===== src/core/nv_suspend_defines.svh =====
// Operation
// Suspend opcode pauses running program or erase.
// Program suspend blocks status writes, erases, programs.
// Erase suspend blocks status writes and erases.
// Suspend valid only while program/erase runs.
// Suspend entry completes within maximum suspend latency.
// Write enable accepted during erase suspend only.
// Status register reads accepted in any suspend.
// Extended address reads/writes accepted in suspend.
// All array read opcodes accepted in suspend.
// Page programs accepted only during erase suspend.
// Resume opcode accepted while an operation suspended.
// Enable-reset and reset accepted at any time.
// Suspend needs paused flag 0, busy 1.
// Paused flag sets at once, busy clears later.
// Resume needs paused flag 1 and busy 0.
// Resume clears paused flag, sets busy quickly.
// Software reset aborts work, clears suspend state.
// Suspend/resume are lone 8-bit frames, executed on deselect.
// Separate paused flags; unlisted opcodes ignored.
`ifndef NV_SUSPEND_DEFINES_SVH
`define NV_SUSPEND_DEFINES_SVH

// ----------------------------------------------------------------------------
// Timing
// ----------------------------------------------------------------------------
`define CLK_PERIOD_NS    10
`define SUSPEND_MAX_NS   20000
`define RESUME_MAX_NS    200
`define RESUME_CYCLES    (`RESUME_MAX_NS / `CLK_PERIOD_NS)
`define OPCODE_BITS      8
`define BIT_COUNT_W      4
`define TIMER_W          16

// ----------------------------------------------------------------------------
// Opcodes
// ----------------------------------------------------------------------------
`define OP_PAUSE         8'h75
`define OP_CONTINUE      8'h7A
`define OP_WREN          8'h06
`define OP_RDSR1         8'h05
`define OP_RDSR2         8'h35
`define OP_RDSR3         8'h15
`define OP_RDEAR         8'hC8
`define OP_WREAR         8'hC5
`define OP_READ3         8'h03
`define OP_READ4         8'h13
`define OP_FAST3         8'h0B
`define OP_FAST4         8'h0C
`define OP_DIO3          8'hBB
`define OP_DIO4          8'hBC
`define OP_DOUT3         8'h3B
`define OP_DOUT4         8'h3C
`define OP_QIO3          8'hEB
`define OP_QIO4          8'hEC
`define OP_QOUT3         8'h6B
`define OP_QOUT4         8'h6C
`define OP_PP3           8'h02
`define OP_PP4           8'h12
`define OP_QPP3          8'h32
`define OP_QPP4          8'h34
`define OP_RST_ENABLE    8'h66
`define OP_RST           8'h99

`endif


===== src/core/nv_suspend_pkg.sv =====
package nv_suspend_pkg;

  typedef logic [7:0] opcode_t;

  typedef enum logic [2:0] {
    ST_IDLE,
    ST_PROG,
    ST_ERASE,
    ST_ENTER,
    ST_SUSPENDED,
    ST_NESTED
  } seq_state_t;

endpackage


===== src/core/nv_suspend_ctrl.sv =====
`timescale 1ns/1ns
`include "nv_suspend_defines.svh"

module nv_suspend_ctrl #(
  parameter int SUSPEND_MAX_NS = `SUSPEND_MAX_NS
) (
  // Clock and reset
  input  wire logic                     ref_clk,
  input  wire logic                     arst_n,
  // Serial link pins
  input  wire logic                     sclk,
  input  wire logic                     csN,
  input  wire logic                     si,
  // Engine handshake
  input  wire logic                     programStart,
  input  wire logic                     eraseStart,
  input  wire logic                     engineDone,
  input  wire logic                     engineHalted,
  output logic                          engineHold,
  output logic                          engineAbort,
  // Status flags
  output logic                          operation_in_progress_flag,
  output logic                          program_paused_flag,
  output logic                          erase_paused_flag,
  // Command forwarding
  output logic                          cmdValid,
  output nv_suspend_pkg::opcode_t       cmdOpcode,
  output logic                          cmdRejected
);

  localparam int SUSPEND_CYCLES_I = SUSPEND_MAX_NS / `CLK_PERIOD_NS;
  localparam logic [`TIMER_W-1:0] SUSPEND_CYCLES =
    (SUSPEND_CYCLES_I < 1) ? `TIMER_W'(1) : `TIMER_W'(SUSPEND_CYCLES_I);

  // --------------------------------------------------------------------------
  // Opcode filter
  // --------------------------------------------------------------------------
  // An allow list rather than a block list, so opcodes nobody listed stay out during a suspend.
  function automatic logic opAllowed(input nv_suspend_pkg::opcode_t op,
                                     input logic progSus,
                                     input logic eraseSus);
    logic common;
    logic eraseOnly;
    common = 1'b0;
    eraseOnly = 1'b0;
    case (op)
      `OP_RDSR1, `OP_RDSR2, `OP_RDSR3: common = 1'b1;
      `OP_RDEAR, `OP_WREAR: common = 1'b1;
      `OP_READ3, `OP_READ4, `OP_FAST3, `OP_FAST4,
      `OP_DIO3, `OP_DIO4, `OP_DOUT3, `OP_DOUT4,
      `OP_QIO3, `OP_QIO4, `OP_QOUT3, `OP_QOUT4: common = 1'b1;
      `OP_CONTINUE: common = 1'b1;
      `OP_RST_ENABLE, `OP_RST: common = 1'b1;
      `OP_WREN: eraseOnly = 1'b1;
      `OP_PP3, `OP_PP4, `OP_QPP3, `OP_QPP4: eraseOnly = 1'b1;
      default: common = 1'b0;
    endcase
    if (!progSus && !eraseSus) begin
      return 1'b1;
    end
    if (progSus) begin
      return common;
    end
    return common | eraseOnly;
  endfunction

  // --------------------------------------------------------------------------
  // Pin synchronisers
  // --------------------------------------------------------------------------
  logic [1:0] sclkSync_r;
  logic [1:0] csSync_r;
  logic [1:0] siSync_r;
  logic       sclkPrev_r;
  logic       csPrev_r;

  always_ff @(posedge ref_clk or negedge arst_n) begin
    if (!arst_n) begin
      sclkSync_r <= 2'b00;
      csSync_r   <= 2'b11;
      siSync_r   <= 2'b00;
      sclkPrev_r <= 1'b0;
      csPrev_r   <= 1'b1;
    end else begin
      sclkSync_r <= {sclkSync_r[0], sclk};
      csSync_r   <= {csSync_r[0], csN};
      siSync_r   <= {siSync_r[0], si};
      sclkPrev_r <= sclkSync_r[1];
      csPrev_r   <= csSync_r[1];
    end
  end

  logic sclkRise;
  logic frameEnd;
  logic selected;

  assign selected = !csSync_r[1];
  assign sclkRise = selected && sclkSync_r[1] && !sclkPrev_r;
  assign frameEnd = csSync_r[1] && !csPrev_r;

  // --------------------------------------------------------------------------
  // Opcode shifter
  // --------------------------------------------------------------------------
  logic [`BIT_COUNT_W-1:0]  bitCount_r;
  nv_suspend_pkg::opcode_t  shift_r;
  logic                     extraBits_r;

  always_ff @(posedge ref_clk or negedge arst_n) begin
    if (!arst_n) begin
      bitCount_r  <= '0;
      shift_r     <= '0;
      extraBits_r <= 1'b0;
    end else if (frameEnd) begin
      bitCount_r  <= '0;
      extraBits_r <= 1'b0;
    end else if (sclkRise) begin
      if (bitCount_r < `BIT_COUNT_W'(`OPCODE_BITS)) begin
        shift_r    <= {shift_r[6:0], siSync_r[1]};
        bitCount_r <= bitCount_r + `BIT_COUNT_W'(1);
      end else begin
        extraBits_r <= 1'b1;
      end
    end
  end

  logic opcodeDone;
  logic frameIsLone;
  nv_suspend_pkg::opcode_t nextOp;

  assign nextOp      = {shift_r[6:0], siSync_r[1]};
  assign opcodeDone  = sclkRise && (bitCount_r == `BIT_COUNT_W'(`OPCODE_BITS - 1));
  // Only a frame of exactly eight bits may carry a lone command.
  assign frameIsLone = frameEnd && (bitCount_r == `BIT_COUNT_W'(`OPCODE_BITS))
                       && !extraBits_r;

  // --------------------------------------------------------------------------
  // Command gate
  // --------------------------------------------------------------------------
  always_ff @(posedge ref_clk or negedge arst_n) begin
    if (!arst_n) begin
      cmdValid    <= 1'b0;
      cmdRejected <= 1'b0;
      cmdOpcode   <= '0;
    end else begin
      cmdValid    <= 1'b0;
      cmdRejected <= 1'b0;
      if (opcodeDone) begin
        cmdOpcode <= nextOp;
        if (opAllowed(nextOp, program_paused_flag, erase_paused_flag)) begin
          cmdValid <= 1'b1;
        end else begin
          cmdRejected <= 1'b1;
        end
      end
    end
  end

  // --------------------------------------------------------------------------
  // Software reset
  // --------------------------------------------------------------------------
  logic resetArmed_r;
  logic softReset;

  assign softReset = frameIsLone && resetArmed_r && (shift_r == `OP_RST);

  always_ff @(posedge ref_clk or negedge arst_n) begin
    if (!arst_n) begin
      resetArmed_r <= 1'b0;
    end else if (frameEnd) begin
      // Any other frame between the two opcodes disarms the reset.
      resetArmed_r <= frameIsLone && (shift_r == `OP_RST_ENABLE);
    end
  end

  always_ff @(posedge ref_clk or negedge arst_n) begin
    if (!arst_n) begin
      engineAbort <= 1'b0;
    end else begin
      engineAbort <= softReset;
    end
  end

  // --------------------------------------------------------------------------
  // Suspend and resume sequencer
  // --------------------------------------------------------------------------
  nv_suspend_pkg::seq_state_t state_r;
  logic [`TIMER_W-1:0]        timer_r;
  logic                       pauseCmd;
  logic                       continueCmd;
  logic                       enterDone;

  assign pauseCmd    = frameIsLone && (shift_r == `OP_PAUSE);
  assign continueCmd = frameIsLone && (shift_r == `OP_CONTINUE);
  // The engine may report its halt early; the timer caps the wait regardless.
  assign enterDone   = engineHalted || (timer_r == SUSPEND_CYCLES - `TIMER_W'(1));

  always_ff @(posedge ref_clk or negedge arst_n) begin
    if (!arst_n) begin
      timer_r <= '0;
    end else if (state_r == nv_suspend_pkg::ST_ENTER) begin
      timer_r <= timer_r + `TIMER_W'(1);
    end else begin
      timer_r <= '0;
    end
  end

  always_ff @(posedge ref_clk or negedge arst_n) begin
    if (!arst_n) begin
      state_r                    <= nv_suspend_pkg::ST_IDLE;
      operation_in_progress_flag <= 1'b0;
      program_paused_flag        <= 1'b0;
      erase_paused_flag          <= 1'b0;
      engineHold                 <= 1'b0;
    end else if (softReset) begin
      state_r                    <= nv_suspend_pkg::ST_IDLE;
      operation_in_progress_flag <= 1'b0;
      program_paused_flag        <= 1'b0;
      erase_paused_flag          <= 1'b0;
      engineHold                 <= 1'b0;
    end else begin
      case (state_r)
        nv_suspend_pkg::ST_IDLE: begin
          if (programStart) begin
            state_r                    <= nv_suspend_pkg::ST_PROG;
            operation_in_progress_flag <= 1'b1;
          end else if (eraseStart) begin
            state_r                    <= nv_suspend_pkg::ST_ERASE;
            operation_in_progress_flag <= 1'b1;
          end
        end
        nv_suspend_pkg::ST_PROG, nv_suspend_pkg::ST_ERASE: begin
          if (engineDone) begin
            state_r                    <= nv_suspend_pkg::ST_IDLE;
            operation_in_progress_flag <= 1'b0;
          end else if (pauseCmd && operation_in_progress_flag) begin
            state_r    <= nv_suspend_pkg::ST_ENTER;
            engineHold <= 1'b1;
            if (state_r == nv_suspend_pkg::ST_PROG) begin
              program_paused_flag <= 1'b1;
            end else begin
              erase_paused_flag <= 1'b1;
            end
          end
        end
        nv_suspend_pkg::ST_ENTER: begin
          if (enterDone) begin
            state_r                    <= nv_suspend_pkg::ST_SUSPENDED;
            operation_in_progress_flag <= 1'b0;
          end
        end
        nv_suspend_pkg::ST_SUSPENDED: begin
          if (continueCmd && !operation_in_progress_flag) begin
            // Busy returns in the next cycle, well inside the resume window.
            state_r                    <= program_paused_flag ?
                                          nv_suspend_pkg::ST_PROG :
                                          nv_suspend_pkg::ST_ERASE;
            program_paused_flag        <= 1'b0;
            erase_paused_flag          <= 1'b0;
            operation_in_progress_flag <= 1'b1;
            engineHold                 <= 1'b0;
          end else if (erase_paused_flag && programStart) begin
            state_r                    <= nv_suspend_pkg::ST_NESTED;
            operation_in_progress_flag <= 1'b1;
          end
        end
        nv_suspend_pkg::ST_NESTED: begin
          // A paused flag is already set, so a pause here is ignored.
          if (engineDone) begin
            state_r                    <= nv_suspend_pkg::ST_SUSPENDED;
            operation_in_progress_flag <= 1'b0;
          end
        end
        default: begin
          state_r <= nv_suspend_pkg::ST_IDLE;
        end
      endcase
    end
  end

endmodule // nv_suspend_ctrl


===== config.mk =====
export PLATFORM = sky130hd
export DESIGN_NAME = nv_suspend_ctrl
export DESIGN_NICKNAME = d
export VERILOG_FILES = /design/src/core/nv_suspend_pkg.sv /design/src/core/nv_suspend_ctrl.sv
export VERILOG_INCLUDE_DIRS = /design/src /design/src/core
export SDC_FILE = /design/constraint.sdc
export NUM_CORES = 1
export LEC_CHECK = 0
export ABC_AREA = 1
export BUFFER_PORTS_ARGS = -buffer_cell sky130_fd_sc_hd__buf_4
export CELL_PAD_IN_SITES_DETAIL_PLACEMENT = 1
export CELL_PAD_IN_SITES_GLOBAL_PLACEMENT = 1
export CORE_UTILIZATION = 38
export DETAILED_ROUTE_END_ITERATION = 7
export GPL_TIMING_DRIVEN = 0
export PLACE_DENSITY_LB_ADDON = 0.1
export SLEW_MARGIN = 30
export SYNTH_ARGS = -nofsm -noshare
export SYNTH_HDL_FRONTEND = slang
export SYNTH_SLANG_ARGS = --single-unit

===== constraint.sdc =====
create_clock -name ref_clk -period 1.7 [get_ports ref_clk]
set_clock_uncertainty 0.15 [all_clocks]
set_input_delay 0.255 -clock ref_clk [delete_from_list [all_inputs] [get_ports ref_clk]]
set_output_delay 0.255 -clock ref_clk [all_outputs]
set_load 0.01 [all_outputs]

==> key figures <==
GRT
  • Remaining Overflow, GRT: 0
  • Pin count of the biggest net entering global routing: 57
  • GRT Total Usage: 19.3%
  • Initial antenna violation count: 0
  • First-pass GRT wire length: 13.0 mm
  • Vias in the first global route: 2,785

Power
  • Power per cell area: 952 mW/mm^2
  • VDD IR max: 0.000432 V
  • Leakage: 0.00174 uW

STA
  • Final hold vios: 0
  • Slew at the pin with the worst max-slew slack: 0.720 ns
  • Setup violators final: 7
  • Final slew viol count: 0
  • Fmax: 534 MHz
  • Final period util: 110%
  • Minimum clock period: 1.87 ns
  • Unrepaired setup endpoints after global routing: true
  • Setup ws final: -0.173 ns
  • Max-Slew Margin vs Limit: 52.0%

Final layout
  • Final cell count without fillers: 526
  • Ratio of cells with drive above 1 in the final layout: 30.4%
  • Antenna cells: 0
  • Fillers: 918
  • Nets@finish: 438
  • Final instance area: 0.00375 sq mm
  • Layout area overhead: 27.1%

Detailed routing
  • Vias per cell: 5.08
  • TritonRoute pass-1 iters: 4
  • Post-route ant nets: 0
  • Avg WL per Cell: 14.6 um
  • Initial drt markers: 58
  • Detailed Route WL: 7.67 mm
  • Vias: 2,672
  • Residual DRC: 0

Synth
  • Post-synth EDFFs: 0
  • Count of cell types in the netlist: 33
  • Cell Area, Synth: 0.00295 sq mm
  • Syn Nets: 387
  • Post-Synthesis Cells: 375
  • Most used DFF post-synth: dfrtp_1
  • Avg Inst Size Synth: 7.87 sq um
  • Flops & latches, synth: 56
  • Ys async rst share: 100%
  • Seq/Total Area, Yosys: 47.6%
  • Syn. warnings: 0

Placed design
  • GP Congestion: 0.843
  • Dpl cell area: 0.00325 sq mm
  • Placed cells: 497
  • Number of port buffers: 23
  • Dpl hpwl: 5.28 mm

Worst setup path
  • Crit. End Element: flop
  • CP arrival: 1.97 ns
  • Startpoint Class: flop
  • Class of the most critical setup path: reg -> reg
  • CP Max Fanout: 7
  • R2R setup slack: -0.17 ns
  • WP data required: 1.79 ns

Clock network
  • Max clock buf depth: 2
  • Clk_lat worst skew: 0.31 ns
  • Clk sinks: 56
  • Clock-pin slew on the worst setup and hold paths: 0.11 ns
  • H-tree lvl count: 2
  • CTS tree: built
  • CTS root buf: clkbuf_8
  • CTS Buf Count: 5

Flow run
  • Max_cap viols: 0

Outcome
  • Failing checks: negative setup slack
  • Status: finished with violations

Floorplanning
  • Rows: 31
  • Boundary pin count: 24
  • Initial Util: 40.1%
  • Die area: 0.00813 sq mm
  • Die Span Y: 90.2 um
  • Die Wd: 90.2 um
  • Core area: 0.00737 sq mm

Min path
  • Worst min-delay path class: in -> reg
-- through the flow --
stage | utilization [%] | total power (uW) | hold WS, ns | setup TNS (ns) | setup slack, ns
final | 50.9 | 3570 | 0.121 | -1.02 | -0.173
after global routing | 50.9 | 3820 | 0.141 | -1.88 | -0.254
after CTS | 47.7 | 3440 | 0.153 | -0.632 | -0.108
after detailed placement | 44.1 | 2640 | 0.188 | -1.64 | -0.206
after global placement | 44.1 | 2610 | 0.186 | -1.34 | -0.183
after floorplan | - | 2320 | -0.191 | 0 | 0.0539
-- layer usage --
| layer | track usage [%] | share of wire [%] | up-vias |
|---|---|---|---|
| li1 | - | - | 1323 |
| met1 | 25.6 | 46 | 1317 |
| met2 | 34.0 | 51 | 28 |
| met3 | 2.28 | 1.7 | 4 |
| met4 | 3.63 | 0.59 | 0 |
| met5 | 0 | 0 | - |
-- cells by family after synthesis --
family | Yosys count | share of synthesized area, %
AND/OR/NAND/NOR | 194 | 31.4
AO/OA/AOI/OAI | 66 | 11.9
flip-flops | 56 | 47.6
buffers and inverters | 54 | 7.16
adder cells (fa/ha/maj) | 3 | 1.27
XOR/XNOR | 2 | 0.593
-- sequential cells by signal, indices dropped and copies added (netlist names) --
| signal | count |
|---|---|
| resetArmed_r | 1 |
| extraBits_r | 1 |
| operation_in_progress_flag | 1 |
| siSync_r | 2 |
| program_paused_flag | 1 |
| erase_paused_flag | 1 |
| cmdRejected | 1 |
| csPrev_r | 1 |
| state_r | 3 |
| engineHold | 1 |
| timer_r | 16 |
| sclkSync_r | 2 |
| cmdOpcode | 8 |
| engineAbort | 1 |
| cmdValid | 1 |
| sclkPrev_r | 1 |
| shift_r | 8 |
| csSync_r | 2 |
| bitCount_r | 4 |
-- Yosys cell counts, types with 2 or more instances --
master	n	area (sq um)
nand2_1	82	308
o21ai_0	25	125
dfstp_2	3	78.8
inv_2	9	33.8
o22ai_1	2	12.5
dfrtp_1	53	1330
nor2_2	9	56.3
inv_1	39	146
a21oi_1	22	110
nor3_1	7	35.0
nand3_4	2	35.0
nand4_1	4	25.0
nand3_2	4	40.0
xor2_1	2	17.5
nand2_2	3	18.8
o21ai_1	11	55.1
buf_2	4	20.0
nand3_1	35	175
nand2_4	2	22.5
nor2_1	42	158
ha_1	3	37.5
-- timing repair --
action	CTS	global route
hold buffers	4	0
setup buffers	8	10
hold endpoints to repair	56	0
endpoints found under the setup margin	16	25
gates resized for setup	20	48
pin swaps	14	21
cloned	0	0
-- power by group --
part           switching (uW)  leakage, uW  internal (uW)  total [uW]
registers                 115     0.000732           1440        1560
clock network             453    0.0000412            290         743
logic                     809     0.000967            462        1270
-- final timing paths --
path | from | end | cells after the start
worst min-delay path | engineDone | engineHold | 4
worst min register to register | sclkSync_r[0] | sclkSync_r[1] | 0
max in group asynchronous | arst_n | shift_r[6] | 2
worst max register to register | csSync_r[1] | erase_paused_flag | 9
min in group asynchronous | arst_n | cmdOpcode[4] | 2
worst max-delay path | csSync_r[1] | erase_paused_flag | 9
-- critical path: stages (launching register included) --
cell     delay, ns
dfstp_2       0.55
inv_2         0.05
nor2_4        0.17
inv_4         0.07
nor2_8        0.17
nand3_4       0.17
buf_4         0.19
nand3_4       0.07
nand3_1       0.09
a21oi_1       0.13
-- final cells by class --
type	instances	area, sq um	area share (%)
multi-input combinational	265	1530	40.8
buffer	5	30.0	0.800
clock inverter	2	12.5	0.333
clock buffer	6	72.6	1.93
inverter	48	195	5.20
timing repair buffer	45	377	10.0
tap	99	124	3.30
sequential	56	1410	37.6
-- cell usage in the layout (no fill, tap or decap), types with 2 or more instances in the layout --
cell type,synthesis,final
a21oi_1,22,20
a21oi_2,1,2
buf_12,0,2
buf_2,4,2
buf_4,1,40
clkbuf_8,0,5
clkinvlp_4,0,3
dfrtp_1,53,49
dfrtp_2,0,4
dfstp_2,3,3
dlygate4sd3_1,0,4
inv_1,39,32
inv_2,9,11
inv_4,0,3
nand2_1,82,76
nand2_2,3,6
nand2_4,2,5
nand3_1,35,29
nand3_2,4,5
nand3_4,2,7
nand4_1,4,4
nor2_1,42,34
nor2_2,9,12
nor2_4,1,6
nor3_1,7,6
o21ai_0,25,20
o21ai_1,11,14
o21ai_2,1,3
o22ai_1,2,2
xor2_1,2,2
Note: power is estimated with default switching activity, not from simulation.
